**src/hw/npic_regs.svh**
```systemverilog
`ifndef NPIC_REGS_SVH
`define NPIC_REGS_SVH
// ==========================================
// Register addresses
`define NPIC_ADDR_CC 3'h0
`define NPIC_ADDR_PRIO0 3'h1
`define NPIC_ADDR_PRIO1 3'h2
`define NPIC_ADDR_PRIO2 3'h3
`define NPIC_ADDR_PRIO3 3'h4
`define NPIC_ADDR_SENSE 3'h5
`define NPIC_ADDR_STATUS 3'h6
// ==========================================
// Reset values and fields
`define NPIC_CC_RESET 8'hEA
`define NPIC_PRIO_RESET 8'hFF
`define NPIC_PRIO3_RO_MASK 8'hF0
`define NPIC_SENSE_RESET 8'h00
`define NPIC_SENSE_MASK 8'h3F
`define NPIC_CC_HI_BIT 5
`define NPIC_CC_LO_BIT 3
`define NPIC_LVL_MAIN 2'h2
`define NPIC_LVL_ONE 2'h1
`define NPIC_LVL_TWO 2'h0
`define NPIC_LVL_THREE 2'h3
`define NPIC_VEC_RESET 16'hFFFE
`define NPIC_VEC_TRAP 16'hFFFC
`define NPIC_VEC_BASE 16'hFFFA
`define NPIC_VEC_NONE 4'hF
`define NPIC_EXT_FIRST 2
// Wake masks per vector bit
`define NPIC_WAKE_HALT 13'h001C
`define NPIC_WAKE_AWU 13'h001D
`define NPIC_WAKE_ACTIVE 13'h049C
`endif

```
**src/hw/npic_pkg.sv**
```systemverilog
package npic_pkg;
  typedef enum logic [1:0] {
    NPIC_RUN,
    NPIC_HALT,
    NPIC_ACTIVE_HALT,
    NPIC_TIMED_HALT
  } npic_mode_t;
  typedef enum logic [2:0] {
    NPIC_SENSE_FALL_LOW,
    NPIC_SENSE_RISE,
    NPIC_SENSE_FALL,
    NPIC_SENSE_BOTH,
    NPIC_SENSE_OTHER
  } npic_sense_t;
endpackage : npic_pkg

```
**src/hw/npic_ctrl.sv**
```systemverilog
`include "npic_regs.svh"
module npic_ctrl #(
  parameter int NUM_VEC = 13
) (
  input wire logic clk_sys,
  input wire logic reset_n,
  input wire logic [2:0] reg_addr,
  input wire logic [7:0] reg_wdata,
  input wire logic reg_write,
  input wire logic reg_read,
  output logic [7:0] reg_rdata,
  input wire logic [NUM_VEC-1:0] irq_req,
  input wire logic [NUM_VEC-1:0] irq_enable,
  input wire logic [2:0] ext_pin,
  input wire logic trap_instr,
  input wire logic irq_unmask_instr,
  input wire logic irq_mask_instr,
  input wire logic wait_for_irq_instr,
  input wire logic halt_instr,
  input wire logic active_halt_sel,
  input wire logic timed_halt_sel,
  input wire logic irq_return_instr,
  input wire logic pop_cc_instr,
  input wire logic [7:0] stack_cc,
  input wire logic entry_ready,
  output logic entry_valid,
  output logic [15:0] entry_vector,
  output logic [7:0] condition_code_reg,
  output logic jump_if_masked,
  output logic jump_if_unmasked,
  output logic halt_wake
);
  initial begin
    if (NUM_VEC != 13) begin
      $error("npic_ctrl serves exactly 13 vectors");
    end
  end

  // ==========================================
  // State
  typedef struct packed {
    logic [7:0] cc;
    logic [3:0][7:0] prio;
    logic [7:0] sense;
    logic [2:0] ext_s1;
    logic [2:0] ext_s2;
    logic [2:0] ext_d;
    logic [2:0] ext_lat;
    logic [NUM_VEC-1:0] active;
    logic trap_pend;
    logic boot;
    npic_pkg::npic_mode_t mode;
    logic [7:0] rdata;
    logic valid;
    logic [15:0] vector;
  } npic_state_t;

  npic_state_t st_r;
  npic_state_t st_nxt;

  function automatic logic [2:0] npic_rank(input logic [1:0] pair);
    case (pair)
      `NPIC_LVL_MAIN: npic_rank = 3'h0;
      `NPIC_LVL_ONE: npic_rank = 3'h1;
      `NPIC_LVL_TWO: npic_rank = 3'h2;
      default: npic_rank = 3'h3;
    endcase
  endfunction : npic_rank

  function automatic logic [1:0] npic_pair(input logic [3:0][7:0] p, input int n);
    logic [7:0] r;
    r = p[n / 4];
    npic_pair = r[2 * (n % 4) +: 2];
  endfunction : npic_pair

  function automatic npic_pkg::npic_sense_t npic_decode(input logic [1:0] f);
    case (f)
      2'h0: npic_decode = npic_pkg::NPIC_SENSE_FALL_LOW;
      2'h1: npic_decode = npic_pkg::NPIC_SENSE_RISE;
      2'h2: npic_decode = npic_pkg::NPIC_SENSE_FALL;
      2'h3: npic_decode = npic_pkg::NPIC_SENSE_BOTH;
      default: npic_decode = npic_pkg::NPIC_SENSE_OTHER;
    endcase
  endfunction : npic_decode

  logic [1:0] cur_pair;
  logic [1:0] win_pair;
  logic [2:0] ext_level;
  logic [NUM_VEC-1:0] pending;
  logic [NUM_VEC-1:0] wake_mask;
  logic [3:0] win;
  logic [2:0] win_rank;
  logic [7:0] wr_merge;
  logic cur_prio_high;
  logic cur_prio_low;

  always_comb begin
    st_nxt = st_r;
    cur_prio_high = st_r.cc[`NPIC_CC_HI_BIT];
    cur_prio_low = st_r.cc[`NPIC_CC_LO_BIT];
    cur_pair = {cur_prio_high, cur_prio_low};
    win_pair = 2'h0;
    ext_level = 3'h0;
    wr_merge = 8'h00;
    win = `NPIC_VEC_NONE;
    win_rank = 3'h0;
    // ==========================================
    // External line sensing
    st_nxt.ext_s1 = ext_pin;
    st_nxt.ext_s2 = st_r.ext_s1;
    st_nxt.ext_d = st_r.ext_s2;
    for (int i = 0; i < 3; i++) begin
      case (npic_decode(st_r.sense[2 * i +: 2]))
        npic_pkg::NPIC_SENSE_FALL_LOW: ext_level[i] = ~st_r.ext_s2[i];
        npic_pkg::NPIC_SENSE_RISE: st_nxt.ext_lat[i] = st_r.ext_lat[i] |
          (st_r.ext_s2[i] & ~st_r.ext_d[i]);
        npic_pkg::NPIC_SENSE_FALL: st_nxt.ext_lat[i] = st_r.ext_lat[i] |
          (~st_r.ext_s2[i] & st_r.ext_d[i]);
        npic_pkg::NPIC_SENSE_BOTH: st_nxt.ext_lat[i] = st_r.ext_lat[i] |
          (st_r.ext_s2[i] ^ st_r.ext_d[i]);
        default: ext_level[i] = 1'b0;
      endcase
      if (npic_decode(st_r.sense[2 * i +: 2]) == npic_pkg::NPIC_SENSE_FALL_LOW) begin
        ext_level[i] = ~st_r.ext_s2[i];
      end
    end
    // Ports A, B, C on vectors 2 to 4
    pending = irq_req & irq_enable;
    pending[`NPIC_EXT_FIRST +: 3] = (st_r.ext_lat | ext_level) &
      irq_enable[`NPIC_EXT_FIRST +: 3];
    // ==========================================
    // Wake capability
    // Awu only from timed halt
    case (st_r.mode)
      npic_pkg::NPIC_HALT: wake_mask = `NPIC_WAKE_HALT;
      npic_pkg::NPIC_ACTIVE_HALT: wake_mask = `NPIC_WAKE_ACTIVE;
      npic_pkg::NPIC_TIMED_HALT: wake_mask = `NPIC_WAKE_AWU;
      default: wake_mask = {NUM_VEC{1'b1}};
    endcase
    halt_wake = (st_r.mode != npic_pkg::NPIC_RUN) && |(pending & wake_mask);
    // ==========================================
    // Arbitration
    for (int n = NUM_VEC - 1; n >= 0; n--) begin
      if (pending[n] && (st_r.mode == npic_pkg::NPIC_RUN || wake_mask[n]) &&
          npic_rank(npic_pair(st_r.prio, n)) > npic_rank(cur_pair) &&
          npic_rank(npic_pair(st_r.prio, n)) >= win_rank) begin
        win = 4'(n);
        win_rank = npic_rank(npic_pair(st_r.prio, n));
      end
    end
    // ==========================================
    // Instructions
    // Priority loading instructions
    if (irq_unmask_instr || wait_for_irq_instr || halt_instr) begin
      st_nxt.cc[`NPIC_CC_HI_BIT] = 1'b1;
      st_nxt.cc[`NPIC_CC_LO_BIT] = 1'b0;
    end
    if (irq_mask_instr) begin
      st_nxt.cc[`NPIC_CC_HI_BIT] = 1'b1;
      st_nxt.cc[`NPIC_CC_LO_BIT] = 1'b1;
    end
    if (halt_instr) begin
      st_nxt.mode = timed_halt_sel ? npic_pkg::NPIC_TIMED_HALT :
        active_halt_sel ? npic_pkg::NPIC_ACTIVE_HALT : npic_pkg::NPIC_HALT;
    end
    if (irq_return_instr || pop_cc_instr) begin
      st_nxt.cc = stack_cc;
      st_nxt.active = st_r.active & (st_r.active - 1'b1);
    end
    if (trap_instr) begin
      st_nxt.trap_pend = 1'b1;
    end
    // ==========================================
    // Register writes
    if (reg_write) begin
      case (reg_addr)
        `NPIC_ADDR_CC: st_nxt.cc = reg_wdata;
        `NPIC_ADDR_PRIO0, `NPIC_ADDR_PRIO1, `NPIC_ADDR_PRIO2, `NPIC_ADDR_PRIO3: begin
          for (int k = 0; k < 4; k++) begin
            wr_merge[2 * k +: 2] = (reg_wdata[2 * k +: 2] == `NPIC_LVL_MAIN) ?
              st_r.prio[reg_addr - `NPIC_ADDR_PRIO0][2 * k +: 2] : reg_wdata[2 * k +: 2];
          end
          if (reg_addr == `NPIC_ADDR_PRIO3) begin
            wr_merge = wr_merge | `NPIC_PRIO3_RO_MASK;
          end
          // New pair used at next arbitration
          st_nxt.prio[reg_addr - `NPIC_ADDR_PRIO0] = wr_merge;
        end
        `NPIC_ADDR_SENSE: begin
          if (st_r.cc[`NPIC_CC_HI_BIT] && st_r.cc[`NPIC_CC_LO_BIT]) begin
            st_nxt.sense = reg_wdata & `NPIC_SENSE_MASK;
            for (int i = 0; i < 3; i++) begin
              if (reg_wdata[2 * i +: 2] != st_r.sense[2 * i +: 2]) begin
                st_nxt.ext_lat[i] = 1'b0;
              end
            end
          end
        end
        default: st_nxt.cc = st_nxt.cc;
      endcase
    end
    // ==========================================
    // Entry
    st_nxt.valid = 1'b0;
    if (st_r.valid && !entry_ready) begin
      st_nxt.valid = 1'b1;
    end else if (st_r.boot || st_r.trap_pend) begin
      st_nxt.valid = 1'b1;
      st_nxt.vector = st_r.boot ? `NPIC_VEC_RESET : `NPIC_VEC_TRAP;
      st_nxt.boot = 1'b0;
      st_nxt.trap_pend = st_r.boot & st_r.trap_pend;
      st_nxt.cc[`NPIC_CC_HI_BIT] = 1'b1;
      st_nxt.cc[`NPIC_CC_LO_BIT] = 1'b1;
    end else if (win != `NPIC_VEC_NONE && !st_r.valid) begin
      st_nxt.valid = 1'b1;
      st_nxt.vector = `NPIC_VEC_BASE - {11'h000, win, 1'b0};
      win_pair = npic_pair(st_r.prio, int'(win));
      st_nxt.cc[`NPIC_CC_HI_BIT] = win_pair[1];
      st_nxt.cc[`NPIC_CC_LO_BIT] = win_pair[0];
      st_nxt.active = st_r.active | (NUM_VEC'(1) << win);
      st_nxt.mode = npic_pkg::NPIC_RUN;
      if (win >= `NPIC_EXT_FIRST && win < `NPIC_EXT_FIRST + 3) begin
        st_nxt.ext_lat[win - `NPIC_EXT_FIRST] = 1'b0;
      end
    end
    // ==========================================
    // Read path
    case (reg_addr)
      `NPIC_ADDR_CC: st_nxt.rdata = st_r.cc;
      `NPIC_ADDR_PRIO0: st_nxt.rdata = st_r.prio[0];
      `NPIC_ADDR_PRIO1: st_nxt.rdata = st_r.prio[1];
      `NPIC_ADDR_PRIO2: st_nxt.rdata = st_r.prio[2];
      `NPIC_ADDR_PRIO3: st_nxt.rdata = st_r.prio[3];
      `NPIC_ADDR_SENSE: st_nxt.rdata = st_r.sense;
      `NPIC_ADDR_STATUS: st_nxt.rdata = {5'h00, halt_wake, st_r.mode};
      default: st_nxt.rdata = 8'h00;
    endcase
    if (!reg_read) begin
      st_nxt.rdata = 8'h00;
    end
  end

  // ==========================================
  // Registers
  always_ff @(posedge clk_sys or negedge reset_n) begin
    if (!reset_n) begin
      st_r.cc <= `NPIC_CC_RESET;
      st_r.prio <= {4{`NPIC_PRIO_RESET}};
      st_r.sense <= `NPIC_SENSE_RESET;
      st_r.ext_s1 <= 3'h7;
      st_r.ext_s2 <= 3'h7;
      st_r.ext_d <= 3'h7;
      st_r.ext_lat <= 3'h0;
      st_r.active <= '0;
      st_r.trap_pend <= 1'b0;
      st_r.boot <= 1'b1;
      st_r.mode <= npic_pkg::NPIC_RUN;
      st_r.rdata <= 8'h00;
      st_r.valid <= 1'b0;
      st_r.vector <= 16'h0000;
    end else begin
      st_r <= st_nxt;
    end
  end

  // ==========================================
  // Outputs
  assign reg_rdata = st_r.rdata;
  assign entry_valid = st_r.valid;
  assign entry_vector = st_r.vector;
  assign condition_code_reg = st_r.cc;
  assign jump_if_masked = st_r.cc[`NPIC_CC_HI_BIT] & st_r.cc[`NPIC_CC_LO_BIT];
  assign jump_if_unmasked = ~(st_r.cc[`NPIC_CC_HI_BIT] & st_r.cc[`NPIC_CC_LO_BIT]);
endmodule : npic_ctrl

```
**config.mk**
```make
export PLATFORM = sky130hd
export DESIGN_NAME = npic_ctrl
export DESIGN_NICKNAME = d
export VERILOG_FILES = /design/src/hw/npic_pkg.sv /design/src/hw/npic_ctrl.sv
export VERILOG_INCLUDE_DIRS = /design/src /design/src/hw
export SDC_FILE = /design/constraint.sdc
export NUM_CORES = 1
export LEC_CHECK = 0
export BUFFER_PORTS_ARGS = -buffer_cell sky130_fd_sc_hd__buf_4
export CORE_ASPECT_RATIO = 1.5
export CORE_MARGIN = 1.5
export CORE_UTILIZATION = 30
export CTS_CLUSTER_DIAMETER = 120
export CTS_CLUSTER_SIZE = 30
export DETAILED_ROUTE_END_ITERATION = 8
export SYNTH_ARGS = -nofsm -noshare
export SYNTH_HDL_FRONTEND = slang
export SYNTH_SLANG_ARGS = --single-unit
```
**constraint.sdc**
```tcl
create_clock -name clk_sys -period 26.4 [get_ports clk_sys]
set_input_delay 7.92 -clock clk_sys [delete_from_list [all_inputs] [get_ports clk_sys]]
set_output_delay 7.92 -clock clk_sys [all_outputs]
set_load 0.005 [all_outputs]
```
-- Yosys cells after proc, flatten, opt, wreduce, memory -nomap -nowiden
Index checks and enable logic that the tools add are counted.
- add/subtract/negate cells: 4
- order comparisons: 33
- equal/unequal tests: 63
- shifts and indexed selects: 2
- muxes and demuxes: 105
- bitwise operators: 36
- reduce and logical (&&, ||, !) cells: 95
- operators by type and width (cell ; number):
    case mux 2 bit (3 select lines) ; 14
    2-to-1 mux 8 bit ; 9
    case mux 8 bit (7 select lines) ; 1
    equality test 2 bit, second input constant ; 26
    2-to-1 mux 4 bit ; 12
    2-to-1 mux 48 bit ; 1
    logical AND 1 bit ; 46
    2-to-1 mux 3 bit ; 15
    AND 13 bit ; 3
    greater-than comparator 3 bit ; 13
    case mux 13 bit (3 select lines) ; 1
    equality test 2 x 1 -> 1 bit, second input constant ; 18
    >= comparator 3 bit ; 12
    zero test 2 bit ; 18
    case mux 3 bit (4 select lines) ; 3
    2-to-1 mux 17 bit ; 2
    binary-select mux 8 bit (select 2 bit) ; 2
    bitwise mux 32 bit ; 1
    >= comparator 32 x 1 -> 1 bit, second input constant ; 1
    < comparator 32 x 3 -> 1 bit, second input constant ; 1
    2-to-1 mux 16 bit ; 2
    2-to-1 mux 32 bit ; 1
    2-to-1 mux 2 bit ; 13
    equality test 3 x 2 -> 1 bit, second input constant ; 8
    other kinds (38) ; 115
- flip-flop bits (word level): 100
- output and inout bits: 36
- word-level logic and storage cells: 355

-- Longest topological paths before layout
- word-level depth: 54
- depth in mapped cells: 91
- mapped depth without buffers: 90

-- Worst setup path before layout
Ideal clock, no wire load.
- kind: input-to-reg
- start point: input irq_req[12]
- end point: register st_r[44] in the netlist's numbering
- data arrival time: 23807 ps
- slack: 2470 ps
- stages: 79
- path buffers: 1
- path through: and3_4 -> o211ai_1 -> nor2_1 -> ha_1 -> nand2b_1 -> a21oi_1 -> or4_1 -> o31a_1 -> inv_1 -> ha_1 -> nand2b_1 -> a21oi_1 -> or2_2 -> o311ai_0 -> and2_1 -> ha_1 -> or3b_2 -> o2111ai_1 -> [43 not listed] -> nand2b_1 -> a21oi_1 -> a2111oi_0 -> nand3b_1 -> o311ai_0 -> ha_1 -> nand2b_1 -> a21oi_1 -> a2111oi_0 -> nor2_1 -> and2_1 -> nand2_1 -> clkbuf_1 -> a21oi_1 -> ha_1 -> and4b_1 -> o211ai_1 -> o221a_2
- RTL lines (element ; RTL line ; text):
    start, declared ; npic_ctrl.sv:12 ; input wire logic [NUM_VEC-1:0] irq_req,
    end signal, assigned ; npic_ctrl.sv:262 ; st_r <= st_nxt;
    end, declared ; npic_ctrl.sv:58 ; npic_state_t st_r;

==> key figures <==
Status
  – Status: finished with violations
  – Failing checks: design-rule violations

Flow run
  – Max Cap Viol: 0

Placement
  – GPL Wtd Cong: 0.8899
  – Post-DP HPWL: 15.38 mm
  – PortBufs: 93
  – Placed Cells: 1059
  – Pre-CTS WS: 1.574 ns

Routing
  – Via Count: 5781
  – Top Metal Used: met4
  – Drt first pass iters: 9
  – Via/cell ratio: 5.378
  – Met1 WL: 7.604 mm
  – WL met2: 10.42 mm
  – DRT iter0 DRCs: 324
  – Met3 WL: 731 um
  – Remaining antenna violation count: 0
  – Mean routed wirelength per cell: 18.13 um
  – Total wire length: 19.49 mm
  – DRC errors left: 3

Synth
  – Synth warn: 0
  – Ys async rst share: 100.0%
  – Syn nets: 882
  – Post-synthesis sequential area ratio: 29.29%
  – Syn Inst Count: 734
  – Syn avg cell area: 9.236 um^2
  – Post-synth EDFFs: 0
  – Distinct cells, synth: 84
  – Most used flip-flop cell after synthesis: dfstp_2
  – Yosys reg bits: 77
  – Post-Synthesis Cell Area: 0.006779 mm^2

Timing
  – Fmax: 40.73 MHz
  – Setup ws final: 1.846 ns
  – Minimum clock period: 24.55 ns
  – Sum of negative setup slack: 0 ns
  – Fin Hold WS: 0.3556 ns
  – RSZ-0062 raised after global routing: no
  – Final Hold Vio Count: 0
  – Pins Over Slew Limit: 0
  – Worst-Margin Slew: 0.9032 ns
  – Skew final: 0.007985 ns
  – Final setup fails: 0
  – Final worst path period share: 93.01%
  – Rel. slew slack: 39.79%

Power
  – Sw Ratio: 47.62%
  – Power share of the clock group: 13.4%
  – Internal Power: 0.4517 mW
  – Register share of total power: 24.1%
  – NetSw: 0.4107 mW
  – Power Density: 110.2 mW/mm^2
  – Combinational share of power: 62.5%
  – Peak VDD IR: 0.04532 mV
  – Leakage: 3.453 nW

Finish
  – Layout cell share with drive strength beyond 1: 27.41%
  – Diodes inserted: 0
  – Final std cells w/o fill: 1075
  – Max reg flops: 48
  – Final layout net count: 942
  – Area grow syn2layout: 15.45%

Global routing
  – Initial antenna violation count: 0
  – Number of global-route vias before repair: 5935
  – Global-route wire length before repair: 31.90 mm
  – Largest net degree at the start of global routing: 70
  – Tot GR Track Use: 17.18%
  – GRT overflow: 0

Floorplanning
  – Row Count: 67
  – Die area: 0.02353 mm^2
  – Boundary pin count: 98
  – Die height: 187.1 um
  – Initial core utilization: 30.40%
  – Core area: 0.02230 mm^2
  – Die Wd: 125.7 um

Clock tree
  – CTS Hold Buffers Added: 0
  – Post-CTS setup buffers: 0
  – Clk buf depth: 2
  – # resized after CTS: 0
  – Clock latency on the worst-skew pair: 0.34 ns
  – Clock root cell: clkbuf_16
  – CTS buffer count: 9
  – Worst-path clk slew: 0.06 ns
  – CTS tree: built
  – CTS H-tree lvls: 3
  – CTS sink cnt: 77

Critical path
  – Crit path kind: in2reg
  – R2r setup slk: 7.56 ns
  – Worst r2r src: condition_code_reg[5]
  – Crit path buf inv count: 5
  – R2R depth: 88
  – Cell family with most CP delay: compound AO/OA/AOI/OAI gates
  – Crit-path max FO: 11
  – Reg-to-reg endpoint: st_r[42]
  – Critical Path Start Type: primary input
  – Arr. time, crit path: 24.76 ns
  – CP endpoint kind: register
  – WP data required: 26.61 ns
  – WP depth: 85
  – Slowest cell delay on critical path: 0.56 ns
  – Slowest-stage cell, CP: o41ai_1
  – Most used cell, CP: ha_1

Hold path
  – Worst Hold Class: reg2reg
  – Hold Path Stages: 0
  – Worst Min Path Start: st_nxt[49]
  – Hold Path End: st_nxt[46]
## layout by cell type (no fill, tap or decap), drive strengths merged, types with 11 or more instances in the layout
master   n
nor3    11
mux2    22
dfrtp   30
dfstp   47
nor2    70
inv     45
ha      86
mux2i   13
a21oi   54
buf     99
a211oi  12
nor2b   12
nand2   58
a31oi   11
o21ai   41
nand2b  16
## kinds of logic after synthesis
logic type | Yosys count | synth area share (%)
multiplexers | 43 | 8.232
adder cells (fa/ha/maj) | 86 | 15.87
AO/OA/AOI/OAI | 208 | 22.43
other | 1 | 0.05532
XOR/XNOR | 8 | 1.034
buffers and inverters | 94 | 7.161
flip-flops | 77 | 29.29
AND/OR/NAND/NOR | 217 | 15.93
## per-layer routing
metal,vias to the layer above,track usage (%)
met3,35,1.402
met4,0,8.576
met2,150,31.93
li1,2795,-
met5,-,0
met1,2801,19.49
## Yosys cell counts (5+ instances only)
library cell | instances | area (um^2)
a2111oi_0 | 5 | 43.79
a211oi_1 | 11 | 82.58
a21oi_1 | 53 | 265.3
a221oi_1 | 9 | 78.83
a22oi_1 | 6 | 45.04
a31oi_1 | 11 | 68.82
and2_1 | 8 | 50.05
and3_1 | 5 | 31.28
buf_4 | 33 | 247.7
clkbuf_1 | 14 | 52.55
dfrtp_1 | 30 | 750.7
dfstp_2 | 47 | 1235
ha_1 | 86 | 1076
inv_1 | 43 | 161.4
mux2_2 | 22 | 247.7
mux2i_1 | 13 | 130.1
mux4_2 | 8 | 180.2
nand2_1 | 58 | 217.7
nand2b_1 | 16 | 100.1
nand3_1 | 7 | 35.03
nand4_1 | 6 | 37.54
nor2_1 | 70 | 262.8
nor2b_1 | 12 | 75.07
nor3_1 | 11 | 55.05
o211ai_1 | 8 | 60.06
o21ai_0 | 38 | 190.2
xor2_1 | 7 | 61.31
## worst max-delay path by stage
stage | endpoint | slack [ns] | from
after global routing | st_r[42] | 0.36 | irq_req[12]
final | st_r[42] | 1.85 | irq_req[12]
after CTS | st_r[42] | 1.86 | irq_req[12]
after floorplan | st_r[44] | 2.47 | irq_req[12]
after global placement | st_r[44] | 1.74 | irq_req[12]
after detailed placement | st_r[42] | 1.57 | irq_req[12]
## power groups by stage
stage / clock network [mW] / registers [mW] / logic, mW
CTS: 0.117 / 0.207 / 0.541
floorplan: 0 / 0.186 / 0.416
global placement: 0 / 0.208 / 0.527
detailed placement: 0 / 0.209 / 0.537
finish: 0.115 / 0.208 / 0.539
global route: 0.122 / 0.212 / 0.617
## worst reg2reg max path, delay by kind of cell, from the launching register on
| family | cells | cell delay, ns |
|---|---|---|
| AND/OR/NAND/NOR | 33 | 6.00 |
| adder cells (fa/ha/maj) | 15 | 4.03 |
| buffers and inverters | 6 | 1.08 |
| flip-flops | 1 | 0.59 |
| AO/OA/AOI/OAI | 34 | 7.00 |
## area by class of cell
class,count,area [um^2]
clock buffer,10,229.0
clock inverter,6,48.80
fill,2298,14470
inverter,44,165.2
multi-input combinational,563,4309
sequential,77,1986
tap,276,345.3
timing repair buffer,99,743.2
## stage by stage
stage / power, mW / cell area [um^2] / utilization, %
4_1_cts: 0.8643 / 7826 / 35.10
3_5_place_dp: 0.7465 / 7548 / 33.85
6_report: 0.8625 / 7826 / 35.10
2_1_floorplan: 0.6026 / 6779 / -
3_3_place_gp: 0.7349 / 7548 / 33.85
5_1_grt: 0.9512 / 7826 / 35.10
(Power assumes the default switching activity.)
